File: config.mk
export PLATFORM = sky130hd
export DESIGN_NAME = fasl_top
export DESIGN_NICKNAME = d
export VERILOG_FILES = /design/src/hdl/fasl_pkg.sv /design/src/hdl/fasl_stat_if.sv /design/src/hdl/fasl_latch.sv /design/src/hdl/fasl_alert_pin.sv /design/src/hdl/fasl_top.sv
export SDC_FILE = /design/constraint.sdc
export NUM_CORES = 1
export LEC_CHECK = 0
export ABC_AREA = 1
export BUFFER_PORTS_ARGS = -buffer_cell sky130_fd_sc_hd__buf_2
export CELL_PAD_IN_SITES_DETAIL_PLACEMENT = 1
export CELL_PAD_IN_SITES_GLOBAL_PLACEMENT = 1
export CORE_ASPECT_RATIO = 0.6
export CORE_UTILIZATION = 40
export CTS_BUF_LIST = sky130_fd_sc_hd__clkbuf_8 sky130_fd_sc_hd__clkbuf_16
export DETAILED_ROUTE_END_ITERATION = 16
export GPL_TIMING_DRIVEN = 0
export HOLD_SLACK_MARGIN = 0.06
export PLACE_DENSITY_LB_ADDON = 0.3
export SYNTH_ARGS = -nofsm -noshare
export SYNTH_HDL_FRONTEND = slang
export SYNTH_SLANG_ARGS = --single-unit
File: constraint.sdc
create_clock -name mclk_i -period 2.41 [get_ports mclk_i]
set_input_delay 0.241 -clock mclk_i [delete_from_list [all_inputs] [get_ports mclk_i]]
set_output_delay 0.241 -clock mclk_i [all_outputs]
set_load 0.01 [all_outputs]
File: src/hdl/fasl_pkg.sv
package fasl_pkg;

    // Status source indices, shared by the status latch and both alert outputs
    localparam int NSRC = 13;
    localparam int SRC_UV = 0;
    localparam int SRC_OV = 1;
    localparam int SRC_OC = 2;
    localparam int SRC_CML = 3;
    localparam int SRC_REGULATION_TIMER_ACTIVE_WARNING = 4;
    localparam int SRC_IOUT_OC = 5;
    localparam int SRC_IOUT_W2 = 6;
    localparam int SRC_VIN_UV = 7;
    localparam int SRC_VIN_OV = 8;
    localparam int SRC_VAUX_UV = 9;
    localparam int SRC_VAUX_OV = 10;
    localparam int SRC_PIN_OP = 11;
    localparam int SRC_FET_BAD = 12;
    localparam int NCMP = 7;

    // Alert source-enable word layout
    localparam int CFG_SRC_W = 12;
    localparam int CFG_INV_BIT = 13;
    localparam int CFG_CMP_BIT = 14;
    localparam int CFG_FET_BIT = 15;
    localparam logic [15:0] ALERT1_RST = 16'h8000;
    localparam logic [15:0] ALERT2_RST = 16'h0000;

    // Command codes
    localparam logic [7:0] CMD_OPERATION = 8'h01;
    localparam logic [7:0] CMD_CLEAR_FAULTS = 8'h03;
    localparam logic [7:0] CMD_IOUT_OC_LIM = 8'h4a;
    localparam logic [7:0] CMD_VIN_OV_LIM = 8'h57;
    localparam logic [7:0] CMD_VIN_UV_LIM = 8'h58;
    localparam logic [7:0] CMD_PIN_OP_LIM = 8'h6b;
    localparam logic [7:0] CMD_STATUS_WORD = 8'h79;
    localparam logic [7:0] CMD_MFR_STATUS = 8'h80;
    localparam logic [7:0] CMD_VIN = 8'h88;
    localparam logic [7:0] CMD_IOUT = 8'h8c;
    localparam logic [7:0] CMD_PEAK_IOUT = 8'hd0;
    localparam logic [7:0] CMD_PEAK_VIN = 8'hd1;
    localparam logic [7:0] CMD_PEAK_VAUX = 8'hd2;
    localparam logic [7:0] CMD_ALERT1_CFG = 8'hd5;
    localparam logic [7:0] CMD_ALERT2_CFG = 8'hd6;
    localparam logic [7:0] CMD_IOUT_W2_LIM = 8'hd7;
    localparam logic [7:0] CMD_VAUX = 8'hdd;
    localparam logic [7:0] CMD_VAUX_OV_LIM = 8'hde;
    localparam logic [7:0] CMD_VAUX_UV_LIM = 8'hdf;

    localparam int OP_ON_BIT = 7;
    localparam logic [15:0] LIM_MAX12 = 16'h0fff;
    localparam logic [15:0] LIM_MIN = 16'h0000;
    localparam logic [15:0] LIM_PIN_RST = 16'h7fff;

    // Shutdown cause field in the manufacturer status byte, bits [1:0]
    localparam logic [1:0] CAUSE_NONE = 2'h0;
    localparam logic [1:0] CAUSE_UV = 2'h1;
    localparam logic [1:0] CAUSE_OV = 2'h2;
    localparam logic [1:0] CAUSE_OC = 2'h3;

    // Code formats: current is offset binary around mid-scale
    localparam logic [11:0] IOUT_ZERO_CODE = 12'h800;
    localparam int LSB_25MV_NV = 12400;
    localparam int LSB_50MV_NV = 24770;
    localparam int LSB_VIN_NV = 368000;

    // Alert response address and its read-direction address byte
    localparam logic [6:0] ARA_ADDR = 7'h0c;
    localparam logic [7:0] ARA_RD_BYTE = {ARA_ADDR, 1'b1};
    localparam logic [7:0] PEC_POLY = 8'h07;

    typedef enum logic [1:0] {
        ARA_IDLE = 2'b01,
        ARA_SEND = 2'b10
    } fasl_ara_e;

endpackage

File: src/hdl/fasl_stat_if.sv
`timescale 1ns/1ps
`default_nettype none

interface fasl_stat_if #(parameter int N = 13);
    logic [N-1:0] cond;
    logic [N-1:0] stat;
    logic [N-1:0] rise;
    logic [N-1:0] live;
    logic clr;
    logic rel_all;

    modport ctrl(output cond, output live, output clr, output rel_all, input stat);
    modport latch(input cond, input clr, output stat, output rise);
    modport pin(input rise, input live, input clr, input rel_all);
endinterface

`default_nettype wire

File: src/hdl/fasl_latch.sv
`timescale 1ns/1ps
`default_nettype none

module fasl_latch
    import fasl_pkg::*;
#(
    parameter int N = NSRC
) (
    input wire logic mclk_i,
    input wire logic rst_n_i,
    fasl_stat_if.latch s
);
    typedef struct packed {
        logic [N-1:0] stat;
    } fasl_latch_s;

    fasl_latch_s st_r;
    fasl_latch_s st_nxt;

    always_comb begin
        st_nxt = st_r;
        // A condition present during a clear keeps its bit set
        st_nxt.stat = s.cond | (st_r.stat & ~{N{s.clr}});
        s.rise = st_nxt.stat & ~st_r.stat;
    end

    assign s.stat = st_r.stat;

    always_ff @(posedge mclk_i or negedge rst_n_i) begin
        if (!rst_n_i) begin
            st_r <= '0;
        end else begin
            st_r <= st_nxt;
        end
    end
endmodule

`default_nettype wire

File: src/hdl/fasl_alert_pin.sv
`timescale 1ns/1ps
`default_nettype none

module fasl_alert_pin
    import fasl_pkg::*;
(
    input wire logic mclk_i,
    input wire logic rst_n_i,
    fasl_stat_if.pin s,
    input wire logic [15:0] cfg_i,
    output logic active_o,
    output logic pin_o,
    output logic pin_oe_o
);
    typedef struct packed {
        logic flag;
        logic act;
        logic oe;
        logic pin;
    } fasl_pin_s;

    fasl_pin_s st_r;
    fasl_pin_s st_nxt;
    logic [NSRC-1:0] en;

    assign en = {cfg_i[CFG_FET_BIT], cfg_i[CFG_SRC_W-1:0]};

    always_comb begin
        st_nxt = st_r;
        // Both outputs share the clear and the release, so their latched flags drop together
        if (s.clr || s.rel_all) begin
            st_nxt.flag = 1'b0;
        end
        // Only a fresh 0-to-1 of an enabled bit raises; it beats a same-cycle clear
        if (|(s.rise & en)) begin
            st_nxt.flag = 1'b1;
        end
        if (cfg_i[CFG_CMP_BIT]) begin
            st_nxt.act = |(s.live & en);
        end else begin
            st_nxt.act = st_nxt.flag;
        end
        // Open drain pulls low when active, or when idle if inverted
        st_nxt.oe = st_nxt.act ^ cfg_i[CFG_INV_BIT];
    end

    assign active_o = st_r.act;
    assign pin_oe_o = st_r.oe;
    // Open drain data side never leaves its reset value of 0
    assign pin_o = st_r.pin;

    always_ff @(posedge mclk_i or negedge rst_n_i) begin
        if (!rst_n_i) begin
            st_r <= '0;
        end else begin
            st_r <= st_nxt;
        end
    end
endmodule

`default_nettype wire

File: src/hdl/fasl_top.sv
`timescale 1ns/1ps
`default_nettype none

module fasl_top
    import fasl_pkg::*;
#(
    parameter logic [6:0] DEV_ADDR = 7'h10
) (
    input wire logic mclk_i,
    input wire logic rst_n_i,
    input wire logic uv_fault_i,
    input wire logic ov_fault_i,
    input wire logic oc_timeout_i,
    input wire logic regulation_timer_active_warning_i,
    input wire logic fet_bad_i,
    input wire logic cml_err_i,
    input wire logic sample_valid_i,
    input wire logic [11:0] vin_code_i,
    input wire logic [11:0] vaux_code_i,
    input wire logic [11:0] iout_code_i,
    input wire logic [15:0] pin_val_i,
    input wire logic cmd_wr_i,
    input wire logic cmd_rd_i,
    input wire logic [7:0] cmd_code_i,
    input wire logic [15:0] cmd_wdata_i,
    output logic [15:0] rd_data_o,
    output logic rd_valid_o,
    output logic rd_err_o,
    input wire logic ara_rd_i,
    input wire logic ara_lost_i,
    input wire logic ara_ack_i,
    output logic ara_resp_o,
    output logic [7:0] ara_data_o,
    output logic [7:0] ara_pec_o,
    output logic hs_enable_o,
    output logic alert1_o,
    output logic alert1_oe_o,
    output logic alert2_o,
    output logic alert2_oe_o
);
    typedef struct packed {
        logic op_on;
        logic trip;
        logic hs_en;
        logic [1:0] cause;
        logic [15:0] lim_ioc;
        logic [15:0] lim_iw2;
        logic [15:0] lim_vov;
        logic [15:0] lim_vuv;
        logic [15:0] lim_aov;
        logic [15:0] lim_auv;
        logic [15:0] lim_pop;
        logic [11:0] vin;
        logic [11:0] iout;
        logic [11:0] vaux;
        logic [11:0] pk_vin;
        logic [11:0] pk_iout;
        logic [11:0] pk_vaux;
        logic [NCMP-1:0] cmp;
        logic [15:0] a1cfg;
        logic [15:0] a2cfg;
        logic [15:0] rd_data;
        logic rd_valid;
        logic rd_err;
        fasl_ara_e ara;
        logic ara_resp;
        logic [7:0] ara_data;
        logic [7:0] ara_pec;
    } fasl_top_s;

    fasl_top_s st_r;
    fasl_top_s st_nxt;

    fasl_stat_if #(.N(NSRC)) s ();

    logic [2:0] fault_vec;
    logic [NCMP-1:0] smp_cmp;
    logic clr_cmd;
    logic bad_cmd;
    logic turn_on;
    logic a1_act;
    logic a2_act;

    function automatic logic [7:0] fasl_crc8(input logic [15:0] msg);
        logic [7:0] c;
        c = 8'h00;
        for (int i = 15; i >= 0; i--) begin
            c = {c[6:0], 1'b0} ^ ((c[7] ^ msg[i]) ? PEC_POLY : 8'h00);
        end
        return c;
    endfunction

    // Fault inputs are never gated by any setting
    assign fault_vec = {oc_timeout_i, ov_fault_i, uv_fault_i};

    // Strict comparisons: equality never trips a warning
    assign smp_cmp = {
        pin_val_i > st_r.lim_pop,
        {4'h0, vaux_code_i} > st_r.lim_aov,
        {4'h0, vaux_code_i} < st_r.lim_auv,
        {4'h0, vin_code_i} > st_r.lim_vov,
        {4'h0, vin_code_i} < st_r.lim_vuv,
        {4'h0, iout_code_i} < st_r.lim_iw2,
        {4'h0, iout_code_i} > st_r.lim_ioc
    };

    always_comb begin
        st_nxt = st_r;
        st_nxt.rd_valid = 1'b0;
        st_nxt.rd_err = 1'b0;
        clr_cmd = 1'b0;
        bad_cmd = 1'b0;
        s.rel_all = 1'b0;

        if (cmd_wr_i) begin
            case (cmd_code_i)
                CMD_OPERATION: st_nxt.op_on = cmd_wdata_i[OP_ON_BIT];
                CMD_CLEAR_FAULTS: clr_cmd = 1'b1;
                CMD_IOUT_OC_LIM: st_nxt.lim_ioc = cmd_wdata_i;
                CMD_IOUT_W2_LIM: st_nxt.lim_iw2 = cmd_wdata_i;
                CMD_VIN_OV_LIM: st_nxt.lim_vov = cmd_wdata_i;
                CMD_VIN_UV_LIM: st_nxt.lim_vuv = cmd_wdata_i;
                CMD_VAUX_OV_LIM: st_nxt.lim_aov = cmd_wdata_i;
                CMD_VAUX_UV_LIM: st_nxt.lim_auv = cmd_wdata_i;
                CMD_PIN_OP_LIM: st_nxt.lim_pop = cmd_wdata_i;
                CMD_ALERT1_CFG: st_nxt.a1cfg = cmd_wdata_i;
                CMD_ALERT2_CFG: st_nxt.a2cfg = cmd_wdata_i;
                // Peaks clear only on a zero write; other values are dropped
                CMD_PEAK_VIN: begin
                    if (cmd_wdata_i == 16'h0000) begin
                        st_nxt.pk_vin = 12'h000;
                    end
                end
                CMD_PEAK_IOUT: begin
                    if (cmd_wdata_i == 16'h0000) begin
                        st_nxt.pk_iout = 12'h000;
                    end
                end
                CMD_PEAK_VAUX: begin
                    if (cmd_wdata_i == 16'h0000) begin
                        st_nxt.pk_vaux = 12'h000;
                    end
                end
                default: bad_cmd = 1'b1;
            endcase
        end

        // Off-then-on through the operation bit acts as a clear
        turn_on = ~st_r.op_on & st_nxt.op_on;
        s.clr = clr_cmd | turn_on;

        if (clr_cmd && !(|fault_vec)) begin
            st_nxt.cause = CAUSE_NONE;
        end
        if (turn_on) begin
            st_nxt.trip = 1'b0;
        end
        // Only faults reach the trip; warnings have no path here
        if (|fault_vec) begin
            if (st_r.hs_en && !st_r.trip) begin
                if (uv_fault_i) begin
                    st_nxt.cause = CAUSE_UV;
                end else if (ov_fault_i) begin
                    st_nxt.cause = CAUSE_OV;
                end else begin
                    st_nxt.cause = CAUSE_OC;
                end
            end
            st_nxt.trip = 1'b1;
        end
        st_nxt.hs_en = st_nxt.op_on & ~st_nxt.trip & ~(|fault_vec);

        // Codes are stored exactly as converted, no scaling
        if (sample_valid_i) begin
            st_nxt.vin = vin_code_i;
            st_nxt.iout = iout_code_i;
            st_nxt.vaux = vaux_code_i;
            st_nxt.cmp = smp_cmp;
            if (vin_code_i > st_nxt.pk_vin) begin
                st_nxt.pk_vin = vin_code_i;
            end
            if (iout_code_i > st_nxt.pk_iout) begin
                st_nxt.pk_iout = iout_code_i;
            end
            if (vaux_code_i > st_nxt.pk_vaux) begin
                st_nxt.pk_vaux = vaux_code_i;
            end
        end

        // Latch inputs: comparator warnings arrive once per sample, faults and the other inputs as levels
        s.cond = '0;
        s.cond[SRC_UV] = uv_fault_i;
        s.cond[SRC_OV] = ov_fault_i;
        s.cond[SRC_OC] = oc_timeout_i;
        s.cond[SRC_CML] = cml_err_i | bad_cmd;
        s.cond[SRC_REGULATION_TIMER_ACTIVE_WARNING] = regulation_timer_active_warning_i;
        s.cond[SRC_FET_BAD] = fet_bad_i;
        s.cond[SRC_IOUT_OC +: NCMP] = {NCMP{sample_valid_i}} & smp_cmp;
        s.live = '0;
        s.live[SRC_UV] = uv_fault_i;
        s.live[SRC_OV] = ov_fault_i;
        s.live[SRC_OC] = oc_timeout_i;
        s.live[SRC_CML] = cml_err_i;
        s.live[SRC_REGULATION_TIMER_ACTIVE_WARNING] = regulation_timer_active_warning_i;
        s.live[SRC_FET_BAD] = fet_bad_i;
        s.live[SRC_IOUT_OC +: NCMP] = st_r.cmp;

        if (cmd_rd_i) begin
            st_nxt.rd_valid = 1'b1;
            case (cmd_code_i)
                CMD_OPERATION: st_nxt.rd_data = {8'h00, st_r.op_on, 7'h00};
                CMD_STATUS_WORD: st_nxt.rd_data = {3'h0, s.stat};
                CMD_MFR_STATUS: st_nxt.rd_data = {8'h00, a2_act, a1_act, 4'h0, st_r.cause};
                CMD_VIN: st_nxt.rd_data = {4'h0, st_r.vin};
                CMD_IOUT: st_nxt.rd_data = {4'h0, st_r.iout};
                CMD_VAUX: st_nxt.rd_data = {4'h0, st_r.vaux};
                CMD_PEAK_VIN: st_nxt.rd_data = {4'h0, st_r.pk_vin};
                CMD_PEAK_IOUT: st_nxt.rd_data = {4'h0, st_r.pk_iout};
                CMD_PEAK_VAUX: st_nxt.rd_data = {4'h0, st_r.pk_vaux};
                CMD_IOUT_OC_LIM: st_nxt.rd_data = st_r.lim_ioc;
                CMD_IOUT_W2_LIM: st_nxt.rd_data = st_r.lim_iw2;
                CMD_VIN_OV_LIM: st_nxt.rd_data = st_r.lim_vov;
                CMD_VIN_UV_LIM: st_nxt.rd_data = st_r.lim_vuv;
                CMD_VAUX_OV_LIM: st_nxt.rd_data = st_r.lim_aov;
                CMD_VAUX_UV_LIM: st_nxt.rd_data = st_r.lim_auv;
                CMD_PIN_OP_LIM: st_nxt.rd_data = st_r.lim_pop;
                CMD_ALERT1_CFG: st_nxt.rd_data = st_r.a1cfg;
                CMD_ALERT2_CFG: st_nxt.rd_data = st_r.a2cfg;
                default: begin
                    st_nxt.rd_data = 16'h0000;
                    st_nxt.rd_err = 1'b1;
                end
            endcase
        end

        // Alert response: the bus layer handles bit arbitration and PEC framing
        unique case (st_r.ara)
            ARA_IDLE: begin
                if (ara_rd_i && (a1_act || a2_act)) begin
                    st_nxt.ara = ARA_SEND;
                    st_nxt.ara_resp = 1'b1;
                    st_nxt.ara_data = {DEV_ADDR, 1'b1};
                    st_nxt.ara_pec = fasl_crc8({ARA_RD_BYTE, DEV_ADDR, 1'b1});
                end
            end
            ARA_SEND: begin
                if (ara_lost_i) begin
                    // Loser keeps its alert asserted for the next round
                    st_nxt.ara = ARA_IDLE;
                    st_nxt.ara_resp = 1'b0;
                end else if (ara_ack_i) begin
                    st_nxt.ara = ARA_IDLE;
                    st_nxt.ara_resp = 1'b0;
                    s.rel_all = 1'b1;
                end
            end
            default: begin
                st_nxt.ara = ARA_IDLE;
                st_nxt.ara_resp = 1'b0;
            end
        endcase
    end

    fasl_latch #(.N(NSRC)) u_latch (
        .mclk_i(mclk_i),
        .rst_n_i(rst_n_i),
        .s(s.latch)
    );

    fasl_alert_pin u_alert1 (
        .mclk_i(mclk_i),
        .rst_n_i(rst_n_i),
        .s(s.pin),
        .cfg_i(st_r.a1cfg),
        .active_o(a1_act),
        .pin_o(alert1_o),
        .pin_oe_o(alert1_oe_o)
    );

    fasl_alert_pin u_alert2 (
        .mclk_i(mclk_i),
        .rst_n_i(rst_n_i),
        .s(s.pin),
        .cfg_i(st_r.a2cfg),
        .active_o(a2_act),
        .pin_o(alert2_o),
        .pin_oe_o(alert2_oe_o)
    );

    assign rd_data_o = st_r.rd_data;
    assign rd_valid_o = st_r.rd_valid;
    assign rd_err_o = st_r.rd_err;
    assign ara_resp_o = st_r.ara_resp;
    assign ara_data_o = st_r.ara_data;
    assign ara_pec_o = st_r.ara_pec;
    assign hs_enable_o = st_r.hs_en;

    always_ff @(posedge mclk_i or negedge rst_n_i) begin
        if (!rst_n_i) begin
            st_r <= '0;
            st_r.lim_ioc <= LIM_MAX12;
            st_r.lim_vov <= LIM_MAX12;
            st_r.lim_aov <= LIM_MAX12;
            st_r.lim_pop <= LIM_PIN_RST;
            st_r.lim_vuv <= LIM_MIN;
            st_r.lim_auv <= LIM_MIN;
            st_r.lim_iw2 <= LIM_MIN;
            st_r.a1cfg <= ALERT1_RST;
            st_r.a2cfg <= ALERT2_RST;
            st_r.ara <= ARA_IDLE;
        end else begin
            st_r <= st_nxt;
        end
    end
endmodule

`default_nettype wire

==> run_results.csv, run 1 <==
group,metric,value,unit
global_routing,grt_pass1_wl,102000,um
cells_and_area,layout-drive-gt1-share,21.8,%
setup_path,crit_buf_inv,5,
cells_and_area,utilization,51.5,%
synthesis,synth_ff_type,"dfrtp_1",
synthesis,synth_area_per_cell,7.85,sq um
pwr,switchingPower,5.02,mW
clock_network,clock-sinks,268,
setup_path,critPathMaxStageDelay,240,ps
floorplanning,start_util,41.0,%
pwr,leakage,9.19,nW
sta,finalWorstSetupSlack,-194,ps
global_routing,grt_max_degree,117,
pwr,power_frac_clock,32.8,%
synthesis,netlist_top_cells_area,"dfrtp_1 34%, nand2_1 12%, ha_1 9.7%, dfstp_2 8.9%, inv_1 6.6%",
clock_network,ctsRootBufferMaster,"clkbuf_16",
routing,vias_per_cell,5.92,
routing,drtIter0Drc,1903,
routing,ant_nets,0,
sta,worstMarginPinSlew,1090,ps
synthesis,async_flop_share,100,%
pwr,p_int,9.33,mW
placed_design,portBuffers,115,
pwr,fin_total_pwr,14.3,mW
worst_hold_path,hold_end,"st_r[81]$_DFF_PN0_",
synthesis,ys_warn_count,0,
routing,wl_per_cell,26.4,um
synthesis,synth_seq_cells,268,
floorplanning,ios,130,
sta,timing.final.crit_share,108,%
sta,finalMaxSlewViolations,0,
pwr,vdd_drop_max,0.493,mV
setup_path,crit_required,2910,ps
sta,slew_headroom,27.3,%
pwr,p_seq_share,37.5,%
routing,via_count,16389,
synthesis,ys_types,45,
routing,dr.pass1.iters,8,
setup_path,worstPathArrival,3100,ps
worst_hold_path,min_path_cells,3,
run_status,violations,"negative setup slack",
global_routing,gr-total-overflow,0,
cells_and_area,area_growth,25.6,%
sta,rsz0062_at_grt,"true",
clock_network,cts_buffers,28,
setup_path,slowest_stage,"nand3_4",
setup_path,critical_path.top_delay_family,"simple AND/OR/NAND/NOR gates",
synthesis,yosys.area.top_type,"dfrtp_1",
floorplanning,die_h,155,um
clock_network,clk_pin_slew_worst_paths,60,ps
global_routing,antenna_found_initial,7,
routing,drt_wl_total,72900,um
setup_path,r2r-start,"st_r[223]$_DFFE_PN1P_",
setup_path,path_cells,"buf_2 > clkinvlp_4 > nand4_1 > nor3_2 > nand4_1 > buf_6 > nor2_4 > nor2_1 > inv_1 > ha_4 > a21oi_2 > nor2_2 > a211oi_2 > o211ai_1 > nand3_4 > buf_8 > nor2_2 > a21oi_1",
floorplanning,dieArea,39800,sq um
placed_design,dpl.hpwl,53600,um
global_routing,grt_pass1_vias,15543,
cells_and_area,layout_common_cells,"498 x nand2_1, 253 x inv_1, 215 x dfrtp_1",
clock_network,clock_latency,590,ps
sta,timing.final.hold_violations,0,
setup_path,end_kind,"flop",
cells_and_area,fin_nets,2439,
setup_path,path_class,"input port to flop",
clock_network,clockBufferDepth,3,
synthesis,seq_area_frac_synth,43.4,%
pwr,swShare,35.0,%
placed_design,gp_congestion,1.06,
job,drv_cap,0,
pwr,power_density,732,nW/um^2
worst_hold_path,hold_path.class,"input port to flop",
synthesis,syn_area,15600,sq um
floorplanning,rows,55,
cells_and_area,final_common_cell,"nand2_1",
run_status,status,"finished with violations",
floorplanning,die_width,257,um
sta,fmax,384,MHz
setup_path,critPathMaxFanout,8,
setup_path,cp-start-kind,"input port",
floorplanning,coreArea,38100,sq um
sta,finalSetupViolCount,25,
clock_network,h-tree-depth,1,
worst_hold_path,min-delay-start,"vaux_code_i[5]",
pwr,p_comb_share,29.6,%
routing,drc_errors,0,
global_routing,track_usage,35.3,%
clock_network,cts_tree,"yes",
synthesis,synth_edf_count,0,
setup_path,reg2reg_setup_slack,60,ps
synthesis,synth_largest_type_area_fraction,34.5,%
synthesis,synth_cells,1987,
sta,min_period,2600,ps
setup_path,reg2reg_to,"u_alert2.active_o$_DFF_PN0_",
sta,skew,22.1,ps
setup_path,r2r.worst_path.cells,15,
## routing by layer
layer	vias up	GRT usage (%)	share of wire (%)
met5	-	0.725	0.088
met4	6	10.5	3.1
met3	165	15.3	14
met2	950	47.6	40
met1	8251	50.1	43
li1	7017	-	-
## area by class of cell
type	instances	area [sq um]
repair buffers	199	1480
multi-input cells	1353	8030
inverters	288	1110
clock inverters	18	175
diodes	4	10.0
well taps	513	642
plain buffers	90	561
clock buffers	34	795
flip-flops and latches	268	6770
fillers	4607	18500
## power groups by stage
stage	Clock [mW]	Sequential [mW]	Combinational, mW
2_1_floorplan	0	5.29	1.83
3_3_place_gp	0	5.40	2.77
5_1_grt	4.88	5.41	4.56
3_5_place_dp	0	5.43	2.96
6_report	4.71	5.39	4.25
4_1_cts	4.70	5.35	3.18
## worst min-delay path, delay by kind of cell
kind,cells,cell delay [ps]
AOI/OAI and AO/OA,1,30
and+or+nand+nor,1,140
buffers and inverters,1,220
## sequential cells by signal (all words and copies together), names as in the netlist
| register | flops |
|---|---|
| rd_valid_o | 1 |
| s.live | 7 |
| u_alert1.active_o | 1 |
| ara_pec_o | 1 |
| u_latch.s.stat | 13 |
| u_alert2.active_o | 1 |
| hs_enable_o | 1 |
| u_alert2.pin_oe_o | 1 |
| st_r | 222 |
| u_alert1.st_r | 1 |
| rd_data_o | 16 |
| rd_err_o | 1 |
| u_alert2.st_r | 1 |
| u_alert1.pin_oe_o | 1 |
## how the worst max path moves through the flow
stage / to / startpoint / cells past startpoint
after floorplan: st_r[81]$_DFF_PN0_ / cmd_code_i[5] / 18
after global placement: st_r[163]$_DFFE_PN0P_ / rst_n_i / 1
after detailed placement: st_r[79]$_DFF_PN0_ / cmd_wdata_i[1] / 16
after CTS: st_r[82]$_DFF_PN0_ / cmd_wdata_i[1] / 19
after global routing: st_r[83]$_DFF_PN0_ / cmd_wdata_i[0] / 18
final: st_r[83]$_DFF_PN0_ / cmd_wdata_i[3] / 18
## Yosys cell counts (13+ instances only)
library cell,number
a21oi_1,116
a221oi_1,14
buf_4,36
clkbuf_1,43
dfrtp_1,215
dfstp_2,53
ha_1,121
inv_1,274
nand2_1,513
nand3_1,30
nand4_1,41
nor2_1,125
nor3_1,24
o2111ai_1,17
o21ai_0,198
o21ai_1,13
o22ai_1,48
## per-stage QoR
stage | hold slack (ps) | area, sq um | setup TNS (ps) | worst slack [ps] | cells
6_report | 99.0 | 19600 | -3040 | -194 | 2767
5_1_grt | 109 | 19600 | -5710 | -275 | 2764
4_1_cts | 66.7 | 18600 | -41.8 | -11.7 | 2740
3_5_place_dp | 178 | 16900 | -60080 | -1650 | 2629
3_3_place_gp | 367 | 16900 | -1016550 | -3970 | 2627
2_1_floorplan | -54.6 | 15700 | 0 | 2.82 | 1999
## what timing repair did
| action | CTS | global route |
|---|---|---|
| endpoints found under the setup margin | 37 | 45 |
| gates cloned | 2 | 4 |
| pin swaps | 5 | 53 |
| hold buffers | 43 | 0 |
| resized for setup | 35 | 189 |
| endpoints found under the hold margin | 117 | 0 |
| buffers inserted | 14 | 19 |
## logic make-up after synthesis
| logic type | synth area share (%) |
|---|---|
| other | 0.0240 |
| and+or+nand+nor | 21.0 |
| buffers and inverters | 10.1 |
| adders and majority gates | 9.71 |
| DFF | 43.4 |
| AOI/OAI and AO/OA | 15.8 |
Note: power is estimated with default switching activity, not from simulation.
==> run 2, diff against run 1 <==
--- a/config.mk
+++ b/config.mk
@@ -6,13 +6,13 @@
 export NUM_CORES = 1
 export LEC_CHECK = 0
 export ABC_AREA = 1
-export BUFFER_PORTS_ARGS = -buffer_cell sky130_fd_sc_hd__buf_2
 export CELL_PAD_IN_SITES_DETAIL_PLACEMENT = 1
 export CELL_PAD_IN_SITES_GLOBAL_PLACEMENT = 1
 export CORE_ASPECT_RATIO = 0.6
 export CORE_UTILIZATION = 40
 export CTS_BUF_LIST = sky130_fd_sc_hd__clkbuf_8 sky130_fd_sc_hd__clkbuf_16
 export DETAILED_ROUTE_END_ITERATION = 16
+export DONT_BUFFER_PORTS = 1
 export GPL_TIMING_DRIVEN = 0
 export HOLD_SLACK_MARGIN = 0.06
 export PLACE_DENSITY_LB_ADDON = 0.3
==> run 2 against run 1 <==
Compared with the run above: the run ends with negative hold slack, negative setup slack left; clock-buffer cell count unchanged; sequential share of layout area increased by 2.1 points; sequential cell count unchanged; register-to-register slack about the same; critical path type unchanged; critical endpoint is now st_r[81]$_DFF_PN0_; largest cell class unchanged.
==> run_results.csv, run 2 (synthesis results as in run 1) <==
group,metric,value,unit
run_status,status,"finished with violations",
run_status,violations,"negative hold slack, negative setup slack",
sta,timing.final.hold_violations,236,
placed_design,portBuffers,0,
setup_path,slowest_stage,"nor3_2",
setup_path,critPathMaxStageDelay,270,ps
sta,rsz0062_at_grt,"true",
setup_path,r2r.worst_path.cells,17,
pwr,leakage,8.65,nW
setup_path,path_cells,"clkinvlp_4 > nand4_1 > nor3_2 > nand4_1 > buf_6 > nor2_4 > buf_12 > nor2_1 > inv_1 > ha_4 > a21oi_1 > nor2_1 > a211oi_1 > o211ai_1 > nand3_2 > buf_6 > nor2_2 > a21oi_1",
setup_path,reg2reg_to,"u_alert1.pin_oe_o$_DFF_PN0_",
clock_network,clock-sinks,268,
clock_network,ctsHoldBuffers,47,
cells_and_area,fin_nets,2320,
sta,timing.final.crit_share,108,%
global_routing,grt_pass1_wl,103000,um
global_routing,gr-total-overflow,0,
cells_and_area,seqCellArea,6770,sq um
setup_path,r2r-start,"st_r[245]$_DFFE_PN1P_",
setup_path,crit_required,2910,ps
placed_design,post_dp_cell_area,16300,sq um
cells_and_area,area_growth,18.5,%
placed_design,dpl.hpwl,53500,um
routing,via_count,15696,
floorplanning,dieArea,39800,sq um
placed_design,dpl_worst_slack,-1550,ps
clock_network,ctsRootBufferMaster,"clkbuf_16",
cells_and_area,fillers,4603,
routing,drc_errors,0,
setup_path,critPathMaxFanout,7,
setup_path,end_kind,"flop",
clock_network,h-tree-depth,1,
clock_network,clk_pin_slew_worst_paths,70,ps
floorplanning,start_util,41.0,%
global_routing,track_usage,35.5,%
routing,dr.pass1.iters,7,
sta,fmax,383,MHz
routing,ant_nets,0,
sta,worstMarginPinSlew,1150,ps
routing,vias_per_cell,5.93,
cells_and_area,layout_common_cells,"503 x nand2_1, 265 x inv_1, 214 x dfrtp_1",
clock_network,clockBufferDepth,3,
setup_path,cp-start-kind,"input port",
sta,finalMaxSlewViolations,0,
routing,wl_per_cell,27.4,um
placed_design,gp_congestion,1.02,
sta,timing.hold.ws,-641,ps
routing,drt_wl_total,72600,um
floorplanning,coreArea,38100,sq um
sta,finalSetupViolCount,12,
cells_and_area,multi_input_area,7630,sq um
cells_and_area,final_common_cell,"nand2_1",
routing,drtIter0Drc,1946,
sta,slew_headroom,23.2,%
cells_and_area,design_area,18500,sq um
clock_network,cts_buffers,28,
floorplanning,rows,55,
floorplanning,ios,130,
cells_and_area,layout-drive-gt1-share,14.2,%
clock_network,clock_latency,580,ps
pwr,power_density,732,nW/um^2
sta,finalWorstSetupSlack,-199,ps
setup_path,worstPathArrival,3110,ps
floorplanning,die_width,257,um
global_routing,grt_max_degree,269,
cells_and_area,regMostFlops,"st_r",
cells_and_area,largest_reg_flops,222,
pwr,fin_total_pwr,13.5,mW
setup_path,path_class,"input port to flop",
clock_network,cts_tree,"yes",
sta,skew,15.4,ps
sta,min_period,2610,ps
floorplanning,die_h,155,um
cells_and_area,utilization,48.6,%
global_routing,grt_pass1_vias,15368,
worst_hold_path,hold_path.class,"input port to asynchronous set/reset pin",
global_routing,antenna_found_initial,5,
job,drv_cap,0,
pwr,vdd_drop_max,0.354,mV
setup_path,reg2reg_setup_slack,60,ps
-- run 2: cell count changes in the layout (fill, tap and decap cells not counted), moves of 6 or more --
cell	before	now
buf_2	117	7
nor2_1	89	107
a21oi_1	97	112
a21oi_2	17	3
inv_1	253	265
nor2_4	22	10
ha_1	102	112
ha_4	18	8
inv_2	30	22
nor2_2	25	19
-- run 2: where the power goes --
part           leakage (nW)  internal (mW)  switching [mW]
combinational          4.87           1.27            2.11
sequential             3.26           5.04           0.366
clock                 0.517           2.76            1.99
total                  8.65           9.07            4.47
-- run 2: final cells by class --
class,instances,area share [%]
Antenna cell,1,0.0135
Buffer,90,2.99
Clock buffer,34,4.30
Clock inverter,18,1.04
Inverter,288,5.99
Multi-Input combinational cell,1353,41.3
Sequential cell,268,36.7
Tap cell,513,3.47
Timing Repair Buffer,80,4.25
-- run 2: layer usage --
| layer | global-route usage [%] | routed length, um | up-vias | share of wire, % |
|---|---|---|---|---|
| met5 | 0 | 13 | - | 0.018 |
| met4 | 9.92 | 2280 | 2 | 3.1 |
| met3 | 13.2 | 10100 | 144 | 14 |
| met2 | 49.2 | 29200 | 861 | 40 |
| met1 | 51.2 | 30900 | 7913 | 43 |
| li1 | - | - | 6776 | - |
-- run 2: repair_timing --
action / 4_1_cts / 5_1_grt
setup endpoints to repair: 38 / 41
gates cloned: 0 / 4
endpoints found under the hold margin: 361 / 268
setup buffers: 12 / 17
pin swaps: 3 / 33
gates resized for setup: 25 / 100
-- run 2: worst max-delay path by stage --
stage	start	to	slack, ps	cells after the start
after global routing	cmd_wdata_i[1]	st_r[81]$_DFF_PN0_	-290	18
after floorplan	cmd_code_i[5]	st_r[81]$_DFF_PN0_	3	18
after global placement	cmd_wdata_i[0]	st_r[98]$_DFF_PN0_	-1400	18
after detailed placement	cmd_wdata_i[0]	st_r[98]$_DFF_PN0_	-1550	18
final	cmd_wdata_i[1]	st_r[81]$_DFF_PN0_	-200	18
after CTS	cmd_wr_i	st_r[88]$_DFF_PN0_	10	14
-- run 2: worst max-delay path: cells and delay by family --
| kind | cells | cell delay (ps) |
|---|---|---|
| AO/OA/AOI/OAI | 4 | 730 |
| adder cells (fa/ha/maj) | 1 | 220 |
| buffers and inverters | 5 | 760 |
| AND/OR/NAND/NOR | 8 | 1140 |
-- run 2: per-stage QoR --
step	std cells	setup TNS, ps
global placement	2512	-48940
CTS	2623	0
global route	2645	-4740
floorplan	1999	0
finish	2645	-1730
detailed placement	2512	-53490
